`src/verilog/irm_pkg.sv`:
```
/*
 * Shared constants and types of the infrared mode control block: register
 * addresses, reset values, field widths, mode codes and the packed layouts
 * of the two registers.
 * Assumes a 32-bit peripheral bus with byte addresses.
 */
package irm_pkg;

   localparam int IRM_DATA_W   = 32;
   localparam int IRM_SELECT_W = 5;
   localparam int IRM_CONTROL_W = 8;
   localparam int IRM_ADDR_BYTE_W = 8;

   localparam logic [31:0] IRM_ADDR_INTERFACE_SELECT  = 32'h808b0000;
   localparam logic [31:0] IRM_ADDR_OPERATING_CONTROL = 32'h808b0004;

   localparam logic [31:0] IRM_RST_INTERFACE_SELECT  = 32'h00000018;
   localparam logic [31:0] IRM_RST_OPERATING_CONTROL = 32'h00000000;

   // Address value that every receiver accepts
   localparam logic [7:0]  IRM_BROADCAST_ADDR = 8'hff;

   // Interface modes, in field order 00, 01, 10, 11
   typedef enum logic [1:0] {
      IRM_MODE_NONE,
      IRM_MODE_LOW,
      IRM_MODE_MEDIUM,
      IRM_MODE_FAST
   } irm_mode_t;

   // Interface select register, bits 4..0
   typedef struct packed {
      logic      fast_transmit_done;
      logic      medium_transmit_done;
      logic      loopback_select;
      irm_mode_t mode;
   } irm_select_t;

   // Operating control register, bits 7..0
   typedef struct packed {
      logic address_filter_enable;
      logic receive_invert;
      logic transmit_invert;
      logic receive_enable;
      logic transmit_enable;
      logic underrun_policy_select;
      logic medium_rate_select;
      logic zero_bit;
   } irm_control_t;

endpackage

```
`src/verilog/irm_mode_control.sv`:
```
/*
 * Infrared mode control: the interface select and operating control
 * registers on the peripheral bus, transmit done status, receive and
 * transmit enables, address filtering and the pin paths.
 * Assumes an APB master on MCLK, encoders and decoders on MCLK, and a
 * pin sharing select from a system register on the same clock.
 */
// Summary of operation
// Sharing off: UART only; on: OR of outputs
// Receive path always reads the receive pin
// Software sets sharing before any infrared mode
// Mode field: none, low, medium, fast
// Medium and fast share control, separate status
// Bit 4 reports fast transmitter done
// Bit 3 reports medium transmitter done
// Done low while enabled, high after disable
// Software polls busy before clearing transmit enable
// Loopback feeds transmit shifter into receive shifter
// Software clears both enables before mode change
// Control writes take effect while active
// Address filter: match or broadcast, else all
// Receive polarity inverts input before decoding
// Transmit polarity inverts output before pin
// Receive enable starts and stops receive logic
// Transmit enable starts and stops transmit logic
// Underrun sends CRC and stop, or abort
// Rate bit selects 0.576 or 1.152 Mbit/s
// Software writes zero to control bit 0
// Read-only and reserved bits ignore writes
`timescale 1ns/1ps
module irm_mode_control
   import irm_pkg::*;
(
   input  wire logic                   MCLK,          // Bus clock
   input  wire logic                   RESET_N,       // Async reset, low
   input  wire logic                   PSEL,          // APB select
   input  wire logic                   PENABLE,       // APB access phase
   input  wire logic                   PWRITE,        // APB write
   input  wire logic [31:0]            PADDR,         // APB byte address
   input  wire logic [IRM_DATA_W-1:0]  PWDATA,        // APB write data
   output logic      [IRM_DATA_W-1:0]  PRDATA,        // APB read data
   output logic                        PREADY,        // APB ready
   output logic                        PSLVERR,       // Unmapped access
   input  wire logic                   PIN_SHARING_SELECT,   // Syscon bit
   input  wire logic                   INFRARED_RECEIVE_PIN, // Rx pin
   output logic                        SHARED_TRANSMIT_PIN,  // Tx pin
   input  wire logic                   COMPANION_UART_TXD,   // UART out
   input  wire logic                   COMPANION_UART_SIR,   // UART IR out
   input  wire logic                   MEDIUM_TX_SERIAL,     // Med shifter
   input  wire logic                   FAST_TX_SERIAL,       // Fast shifter
   input  wire logic                   MEDIUM_TX_BUSY,       // Med busy
   input  wire logic                   FAST_TX_BUSY,         // Fast busy
   output logic                        RX_SERIAL,            // To decoders
   input  wire logic                   ADDR_BYTE_VALID,      // First byte
   input  wire logic [IRM_ADDR_BYTE_W-1:0] ADDR_BYTE,        // Its value
   input  wire logic [IRM_ADDR_BYTE_W-1:0] ADDR_MATCH_VALUE, // Match value
   output logic                        FRAME_ACCEPT,         // Buffer frame
   output logic                        SIR_SELECT,           // Low-rate mode
   output logic                        MEDIUM_SELECT,        // Medium mode
   output logic                        FAST_SELECT,          // Fast mode
   output logic                        RX_LOGIC_ENABLE,      // Rx running
   output logic                        TX_LOGIC_ENABLE,      // Tx running
   output logic                        UNDERRUN_ABORT,       // Abort policy
   output logic                        MEDIUM_RATE_SELECT    // 1.152 Mbit/s
);

   irm_select_t  select_r;
   irm_control_t control_r;
   logic         setup_phase;
   logic         write_access;
   logic         hit_select;
   logic         hit_control;
   logic [IRM_DATA_W-1:0] rdata_nxt;
   logic         ir_mode_active;
   logic         fast_tx_on;
   logic         medium_tx_on;
   logic         loopback_active;
   logic         tx_loop_serial;
   logic         accept_nxt;

   // Register read image, reserved bits as zero
   function automatic logic [IRM_DATA_W-1:0] read_image(
      input irm_select_t  s,
      input irm_control_t c,
      input logic         sel_s,
      input logic         sel_c
   );
      logic [IRM_DATA_W-1:0] v;
      v = '0;
      if (sel_s) begin
         v[IRM_SELECT_W-1:0] = s;
      end else if (sel_c) begin
         v[IRM_CONTROL_W-1:0] = c;
      end
      return v;
   endfunction

   // Mode uses the shared medium/fast datapath
   function automatic logic shared_path(input irm_mode_t m);
      return (m == IRM_MODE_MEDIUM) || (m == IRM_MODE_FAST);
   endfunction

   // Frame address filter: broadcast always passes
   function automatic logic addr_pass(
      input logic                       filter_on,
      input logic [IRM_ADDR_BYTE_W-1:0] addr,
      input logic [IRM_ADDR_BYTE_W-1:0] match
   );
      return !filter_on || (addr == match) ||
             (addr == IRM_BROADCAST_ADDR);
   endfunction

   // Bus decode
   assign setup_phase  = PSEL & ~PENABLE;
   assign write_access = PSEL & PENABLE & PWRITE;
   assign hit_select   = (PADDR == IRM_ADDR_INTERFACE_SELECT);
   assign hit_control  = (PADDR == IRM_ADDR_OPERATING_CONTROL);

   // Interface select register: only mode and loopback are writable.
   // Done bits are forced low while their section transmits and raised
   // only once transmit enable or their mode select is gone and the shifter has gone quiet.
   // One process owns the whole register so it has a single driver.
   always_ff @(posedge MCLK or negedge RESET_N) begin
      if (!RESET_N) begin
         select_r <= irm_select_t'(
            IRM_RST_INTERFACE_SELECT[IRM_SELECT_W-1:0]);
      end else begin
         if (write_access && hit_select) begin
            select_r.mode            <= irm_mode_t'(PWDATA[1:0]);
            select_r.loopback_select <= PWDATA[2];
         end
         if (fast_tx_on) begin
            select_r.fast_transmit_done <= 1'b0;
         end else if (!FAST_TX_BUSY) begin
            select_r.fast_transmit_done <= 1'b1;
         end
         if (medium_tx_on) begin
            select_r.medium_transmit_done <= 1'b0;
         end else if (!MEDIUM_TX_BUSY) begin
            select_r.medium_transmit_done <= 1'b1;
         end
      end
   end

   // Section activity, from the shared control register
   assign ir_mode_active  = shared_path(select_r.mode);
   assign fast_tx_on      = (select_r.mode == IRM_MODE_FAST) &&
                            control_r.transmit_enable;
   assign medium_tx_on    = (select_r.mode == IRM_MODE_MEDIUM) &&
                            control_r.transmit_enable;
   assign loopback_active = select_r.loopback_select && ir_mode_active;

   // Operating control register. Every bit, enables included, is taken
   // at once; clearing the enables before a mode change is software's
   // job, so no interlock stalls a write here. Bit 0 is not stored.
   always_ff @(posedge MCLK or negedge RESET_N) begin
      if (!RESET_N) begin
         control_r <= irm_control_t'(
            IRM_RST_OPERATING_CONTROL[IRM_CONTROL_W-1:0]);
      end else if (write_access && hit_control) begin
         control_r          <= irm_control_t'(
            PWDATA[IRM_CONTROL_W-1:0]);
         control_r.zero_bit <= 1'b0;
      end
   end

   // Read data and error are prepared in the setup phase so that the
   // access phase answers straight from flip-flops with no wait state
   assign rdata_nxt = read_image(select_r, control_r,
                                 hit_select, hit_control);

   always_ff @(posedge MCLK or negedge RESET_N) begin
      if (!RESET_N) begin
         PRDATA <= '0;
      end else if (setup_phase && !PWRITE) begin
         PRDATA <= rdata_nxt;
      end
   end

   always_ff @(posedge MCLK or negedge RESET_N) begin
      if (!RESET_N) begin
         PSLVERR <= 1'b0;
      end else if (setup_phase) begin
         PSLVERR <= !(hit_select || hit_control);
      end else if (!PSEL) begin
         PSLVERR <= 1'b0;
      end
   end

   always_ff @(posedge MCLK or negedge RESET_N) begin
      if (!RESET_N) begin
         PREADY <= 1'b0;
      end else begin
         PREADY <= 1'b1;
      end
   end

   // Mode selects toward the encoders and the companion UART
   always_ff @(posedge MCLK or negedge RESET_N) begin
      if (!RESET_N) begin
         SIR_SELECT    <= 1'b0;
         MEDIUM_SELECT <= 1'b0;
         FAST_SELECT   <= 1'b0;
      end else begin
         SIR_SELECT    <= (select_r.mode == IRM_MODE_LOW);
         MEDIUM_SELECT <= (select_r.mode == IRM_MODE_MEDIUM);
         FAST_SELECT   <= (select_r.mode == IRM_MODE_FAST);
      end
   end

   // Direction enables gate the clocks of the shared datapath; a low
   // enable also holds the shifters and buffers cleared
   always_ff @(posedge MCLK or negedge RESET_N) begin
      if (!RESET_N) begin
         RX_LOGIC_ENABLE <= 1'b0;
         TX_LOGIC_ENABLE <= 1'b0;
      end else begin
         RX_LOGIC_ENABLE <= control_r.receive_enable &&
                            ir_mode_active;
         TX_LOGIC_ENABLE <= control_r.transmit_enable &&
                            ir_mode_active;
      end
   end

   // Policies passed to the shared encoder
   always_ff @(posedge MCLK or negedge RESET_N) begin
      if (!RESET_N) begin
         UNDERRUN_ABORT     <= 1'b0;
         MEDIUM_RATE_SELECT <= 1'b0;
      end else begin
         UNDERRUN_ABORT     <= control_r.underrun_policy_select;
         MEDIUM_RATE_SELECT <= control_r.medium_rate_select;
      end
   end

   // Address filter: decided on the first byte, held for the frame
   assign accept_nxt = addr_pass(control_r.address_filter_enable,
                                 ADDR_BYTE, ADDR_MATCH_VALUE);

   always_ff @(posedge MCLK or negedge RESET_N) begin
      if (!RESET_N) begin
         FRAME_ACCEPT <= 1'b0;
      end else if (ADDR_BYTE_VALID) begin
         FRAME_ACCEPT <= accept_nxt;
      end
   end

   // Loopback taps the raw shifter of whichever section is selected
   assign tx_loop_serial = (select_r.mode == IRM_MODE_FAST) ?
                           FAST_TX_SERIAL : MEDIUM_TX_SERIAL;

   irm_rx_path u_rx_path (
      .clk       (MCLK),
      .rst_n     (RESET_N),
      .pin       (INFRARED_RECEIVE_PIN),
      .invert    (control_r.receive_invert),
      .loopback  (loopback_active),
      .tx_serial (tx_loop_serial),
      .rx_serial (RX_SERIAL)
   );

   // The pin sharing bit is owned by system configuration; software is
   // trusted to set it for every infrared mode
   irm_tx_path u_tx_path (
      .clk        (MCLK),
      .rst_n      (RESET_N),
      .mode       (select_r.mode),
      .tx_enable  (control_r.transmit_enable && ir_mode_active),
      .invert     (control_r.transmit_invert),
      .medium_ser (MEDIUM_TX_SERIAL),
      .fast_ser   (FAST_TX_SERIAL),
      .uart_txd   (COMPANION_UART_TXD),
      .uart_sir   (COMPANION_UART_SIR),
      .sharing    (PIN_SHARING_SELECT),
      .pin        (SHARED_TRANSMIT_PIN)
   );

endmodule // irm_mode_control

```
`src/verilog/irm_rx_path.sv`:
```
/*
 * Receive input conditioning: synchronises the receive pin, applies the
 * receive polarity and substitutes the transmit shifter in loopback.
 * Assumes the pin is asynchronous to the clock; tx_serial is on the clock.
 */
`timescale 1ns/1ps
module irm_rx_path
   import irm_pkg::*;
(
   input  wire logic clk,         // Block clock
   input  wire logic rst_n,       // Async reset, low
   input  wire logic pin,         // Receive pin, asynchronous
   input  wire logic invert,      // Receive polarity
   input  wire logic loopback,    // Loopback active
   input  wire logic tx_serial,   // Transmit shifter output
   output logic      rx_serial    // Serial to the decoders
);

   logic sync1_r;
   logic sync2_r;
   logic rx_nxt;

   always_ff @(posedge clk or negedge rst_n) begin
      if (!rst_n) begin
         sync1_r <= 1'b0;
         sync2_r <= 1'b0;
      end else begin
         sync1_r <= pin;
         sync2_r <= sync1_r;
      end
   end

   always_comb begin
      // Loopback bypasses the pin, so no polarity is applied to it
      if (loopback) begin
         rx_nxt = tx_serial;
      end else begin
         rx_nxt = sync2_r ^ invert;
      end
   end

   always_ff @(posedge clk or negedge rst_n) begin
      if (!rst_n) begin
         rx_serial <= 1'b0;
      end else begin
         rx_serial <= rx_nxt;
      end
   end

endmodule // irm_rx_path

```
`src/verilog/irm_tx_path.sv`:
```
/*
 * Transmit pin driver: picks the active encoder output, applies the
 * transmit polarity and shares the pin with the companion UART.
 * Assumes all inputs come from logic on the same clock.
 */
`timescale 1ns/1ps
module irm_tx_path
   import irm_pkg::*;
(
   input  wire logic      clk,          // Block clock
   input  wire logic      rst_n,        // Async reset, low
   input  wire irm_mode_t mode,         // Selected interface
   input  wire logic      tx_enable,    // Transmit logic running
   input  wire logic      invert,       // Transmit polarity
   input  wire logic      medium_ser,   // Medium-rate encoder output
   input  wire logic      fast_ser,     // Fast-rate encoder output
   input  wire logic      uart_txd,     // Companion UART plain output
   input  wire logic      uart_sir,     // Companion UART infrared output
   input  wire logic      sharing,      // Pin sharing select
   output logic           pin           // Shared transmit pin
);

   logic raw;
   logic ir_out;
   logic pin_nxt;

   always_comb begin
      raw = (mode == IRM_MODE_FAST) ? fast_ser : medium_ser;
      // Disabled transmitter stays quiet so it cannot mask the UART
      ir_out = tx_enable & (raw ^ invert);
      if (sharing) begin
         pin_nxt = ir_out | uart_sir;
      end else begin
         pin_nxt = uart_txd;
      end
   end

   always_ff @(posedge clk or negedge rst_n) begin
      if (!rst_n) begin
         pin <= 1'b0;
      end else begin
         pin <= pin_nxt;
      end
   end

endmodule // irm_tx_path

```
`config.mk`:
```
export PLATFORM = sky130hd
export DESIGN_NAME = irm_mode_control
export DESIGN_NICKNAME = d
export VERILOG_FILES = /design/src/verilog/irm_pkg.sv /design/src/verilog/irm_mode_control.sv /design/src/verilog/irm_rx_path.sv /design/src/verilog/irm_tx_path.sv
export SDC_FILE = /design/constraint.sdc
export NUM_CORES = 1
export LEC_CHECK = 0
export ABC_CLOCK_PERIOD_IN_PS = 2100
export BUFFER_PORTS_ARGS = -buffer_cell sky130_fd_sc_hd__buf_2
export CORE_UTILIZATION = 39
export CTS_CLUSTER_DIAMETER = 150
export DETAILED_ROUTE_END_ITERATION = 7
export PLACE_DENSITY_LB_ADDON = 0.12
export SLEW_MARGIN = 10
export SYNTH_ARGS = -nofsm -noshare
export SYNTH_HDL_FRONTEND = slang
export SYNTH_SLANG_ARGS = --single-unit
```
`constraint.sdc`:
```
create_clock -name MCLK -period 2.1 [get_ports MCLK]
set_clock_uncertainty 0.1 [all_clocks]
set_input_delay 0.315 -clock MCLK [delete_from_list [all_inputs] [get_ports MCLK]]
set_output_delay 0.315 -clock MCLK [all_outputs]
set_load 0.1 [all_outputs]
```
==> results.md <==
Floorplan:
- The starting utilization of the core area is 0.415.
- From bottom edge to top edge, the die measures 68.0 microns.
- The floorplan step defined a core boundary enclosing 0.00409 sq mm.
- The initialized floorplan defines 23 standard-cell rows.
- Pin placement for this block handled about 140 I/O pins.
- The area of the die is 0.00462 sq mm.
- The floorplan step set the die width to 68.0 microns.

Finish:
- The top cell types in the final layout, fill and taps aside, are sky130_fd_sc_hd__buf_2, sky130_fd_sc_hd__dfrtp_1, sky130_fd_sc_hd__conb_1.
- Excluding fillers, the count of instances in the completed layout stands at 299.
- The leading cell type in the layout, fill and taps excluded is sky130_fd_sc_hd__buf_2.
- Ranked by flip-flop count, first place goes to PRDATA.
- The register with the most flip-flops in the layout has 8 of them.
- The number of antenna diodes in the final layout is 0.
- The largest registers in the layout are PRDATA (8), control_r (7), select_r (5).
- The layout overhead on the synthesized area is 32.4%.
- The share of final-layout standard cells stronger than drive strength 1 is 0.466.
- At the end of the flow, the number of nets in the layout was 342.

Place:
- Timing analysis after detailed placement gives a worst setup slack of 32.1 ps.
- The quantity of I/O buffers inserted on ports is between 80 and 90.
- The HPWL after detailed placement is 2.76 mm.
- The number of cells in the design after placement is between 200 and 300.
- At the end of routability-driven placement, the weighted congestion stood at 0.728.

Flow run:
- The number of max-cap violations is 0.

Timing:
- Derived from the worst setup path, the maximum achievable clock frequency is between 0.5 and 0.6 GHz.
- The worst-margin pin slew is 734 ps.
- Dividing the final minimum period by the clock period gives 0.836.
- The final number of hold-violating endpoints is 16.
- The worst hold slack is -8.08 ps.
- Setup repair after global routing left no endpoint under its margin.
- The final worst slack is 345 ps.
- The final-report max-slew violation count was 0.
- The final count of negative-setup-slack endpoints is 0.
- The total negative slack is 0 ps.
- The max-slew headroom at the worst pin is 0.511.
- Subtracting the final worst setup slack from the clock period gives 1760 ps.

Clocking:
- The number of buffers inserted during clock tree synthesis is 5.
- The total clock sinks is 34.
- The post-CTS resize count is 0.
- At the later pin of the worst-skew pair, clock insertion delay measures 280 ps.
- Clock-pin slew was measured on the worst setup and hold paths at 70 ps.
- The number of buffers on the longest clock path is 2.
- The H-tree depth is 2.
- The clock tree root buffer cell is sky130_fd_sc_hd__clkbuf_8.
- After clock tree synthesis, the setup repair step added 0 buffers.
- In this run, post-CTS hold repair placed 0 buffers.
- TritonCTS built the clock tree.

Worst setup path:
- The highest fanout seen on the critical path is 7.
- For the worst setup path, the data required time is 2160 ps.
- The endpoint identified for the worst register-to-register timing path is u_tx_path.pin.
- The last element of the critical path is control_r[5].
- STA classifies the critical path startpoint as an input port.
- Tracing the worst setup path back leads to its startpoint at PADDR[6].
- The depth of the worst register-to-register path is 4.
- The startpoint identified for the worst register-to-register timing path is select_r[0].
- The worst setup path is of the in2reg kind.
- The minimum setup slack among reg-to-reg paths is about 640 ps.
- STA classifies the critical path endpoint as a register.
- For the worst setup path, the data arrival time is 1810 ps.

Drt:
- The detailed route wirelength on metal2 is 1.73 mm.
- The detail-routed net length per standard cell is roughly 12 microns.
- The number of DRC violations after detailed-routing iteration 0 is 60.
- The via-per-instance ratio is 4.61.
- In the final routing, the length of wire on met1 measures 1.45 mm.
- The via count is 1379.
- Detailed routing placed a total of around 340 microns of wire on met3.
- The number of nets still failing antenna checks after routing is 0.
- The pre-antenna-repair detailed-routing pass consisted of 4 iterations.
- The remaining design rule violation count is 0.
- Summed over all layers, the routed wires come to 3.54 mm.
- In this run the top signal layer used is met4.

Logic synthesis:
- The count of cell types in the netlist is 35.
- Summing every instance area after synthesis gives approximately 0.0017 sq mm.
- For this run, the number of Yosys warnings is 0.
- Counting every instance in the synthesized netlist gives between 150 and 200.
- The share of the Yosys chip area taken by registers is 0.503.
- After synthesis the netlist holds a flip-flop and latch count of 34.
- The average cell area after synthesis is between 10 and 15 sq um.

Power and ir drop:
- The analysis attributes to cell leakage a power of 1.20 nW.
- IR analysis of the VDD net gives a maximum drop of 450 uV.
- Dividing total power by cell area gives a power density of 720 mW/mm^2.

GRT:
- The global-route wire length before repair is 5.66 mm.
- The all-layer global routing usage is 0.170.
- The largest net degree at the start of global routing is 35.
- The number of global-route vias before repair is approximately 1300.
- The remaining global-route overflow is 0.
- The number of antenna violations at the first check in global routing was 0.

Status:
- The final reports fail on hold timing.
- The run finished, with violations left.

Min path:
- The path class of the tightest hold or removal check is in2async.
[worst max-delay path, stage by stage]
cell	delay, ps
sky130_fd_sc_hd__buf_2	100
sky130_fd_sc_hd__nor4_1	280
sky130_fd_sc_hd__nand4_1	270
sky130_fd_sc_hd__nor4_4	300
sky130_fd_sc_hd__buf_4	210
sky130_fd_sc_hd__mux2_2	340
[per-stage QoR]
| stage | power [mW] | instance area [sq um] | hold WS, ps | util |
|---|---|---|---|---|
| global route | 1.68 | 2250 | 19.6 | 0.550 |
| global placement | 1.02 | 2130 | 236 | 0.521 |
| floorplan | 0.966 | 1780 | -80.6 | - |
| finish | 1.62 | 2250 | -8.08 | 0.550 |
| CTS | 1.64 | 2250 | 12.7 | 0.550 |
| detailed placement | 1.02 | 2130 | 241 | 0.521 |
[metal layers]
| metal | global-route usage | vias to the layer above |
|---|---|---|
| met5 | 0 | - |
| li1 | - | 676 |
| met3 | 0.0600 | 2 |
| met4 | 0.0547 | 0 |
| met1 | 0.189 | 627 |
| met2 | 0.300 | 74 |
[cell usage after synthesis]
master,instances,share of area
sky130_fd_sc_hd__o31ai_1,4,0.018
sky130_fd_sc_hd__o41ai_1,4,0.021
sky130_fd_sc_hd__xnor2_1,1,0.0052
sky130_fd_sc_hd__inv_1,5,0.011
sky130_fd_sc_hd__and3_1,1,0.0037
sky130_fd_sc_hd__a21boi_0,1,0.0044
sky130_fd_sc_hd__dfrtp_1,32,0.47
sky130_fd_sc_hd__or3_1,1,0.0037
sky130_fd_sc_hd__xor2_1,8,0.041
sky130_fd_sc_hd__a21oi_1,6,0.018
sky130_fd_sc_hd__o21ai_0,2,0.0059
sky130_fd_sc_hd__nor4_2,1,0.0074
sky130_fd_sc_hd__nor4_1,6,0.022
sky130_fd_sc_hd__nand4_1,4,0.015
sky130_fd_sc_hd__nor4bb_1,1,0.0059
sky130_fd_sc_hd__buf_4,24,0.11
sky130_fd_sc_hd__or3b_2,1,0.0052
sky130_fd_sc_hd__nor4b_1,2,0.010
sky130_fd_sc_hd__nand2_1,9,0.020
sky130_fd_sc_hd__dfstp_2,2,0.031
sky130_fd_sc_hd__or2_0,1,0.0037
sky130_fd_sc_hd__nor4_4,1,0.013
sky130_fd_sc_hd__clkbuf_1,5,0.011
sky130_fd_sc_hd__nor2_1,3,0.0066
sky130_fd_sc_hd__and2_1,3,0.011
sky130_fd_sc_hd__conb_1,2,0.0044
sky130_fd_sc_hd__a31oi_1,1,0.0037
sky130_fd_sc_hd__nor3_1,1,0.0029
sky130_fd_sc_hd__mux2_2,10,0.066
sky130_fd_sc_hd__o311a_1,1,0.0059
sky130_fd_sc_hd__nor2b_1,3,0.011
sky130_fd_sc_hd__nand2b_1,1,0.0037
sky130_fd_sc_hd__mux2i_1,4,0.024
sky130_fd_sc_hd__nor3b_1,1,0.0044
sky130_fd_sc_hd__nand3_1,1,0.0029
[cell families (layout without fill, tap and decap cells)]
family / after synthesis / in the layout / synth area share
AOI/OAI and AO/OA: 19 / 19 / 0.0760
xor gates and xnor gates: 9 / 9 / 0.0465
buffers and inverters: 34 / 107 / 0.128
DFF: 34 / 34 / 0.503
muxes: 14 / 14 / 0.0900
other: 2 / 25 / 0.00443
and+or+nand+nor: 41 / 41 / 0.152
[worst min-delay path by stage]
stage	cells past startpoint	end
after detailed placement	0	u_rx_path.sync2_r
after floorplan	0	FAST_SELECT
after global placement	0	u_rx_path.sync2_r
final	1	PRDATA[4]
after CTS	1	SIR_SELECT
after global routing	1	u_rx_path.sync1_r
[cell type report]
type / count / area (sq um)
repair buffers: 94 / 483
inverters: 5 / 18.8
well taps: 50 / 62.6
clock inverters: 1 / 30.0
clock buffers: 7 / 86.3
multi-input cells: 108 / 712
fillers: 399 / 1840
flip-flops and latches: 34 / 853
[where the power goes]
group	switching, mW	internal [mW]
logic	0.277	0.0678
registers	0.00194	0.662
clock network	0.221	0.387
No activity file was read; power rests on OpenSTA's default activity.
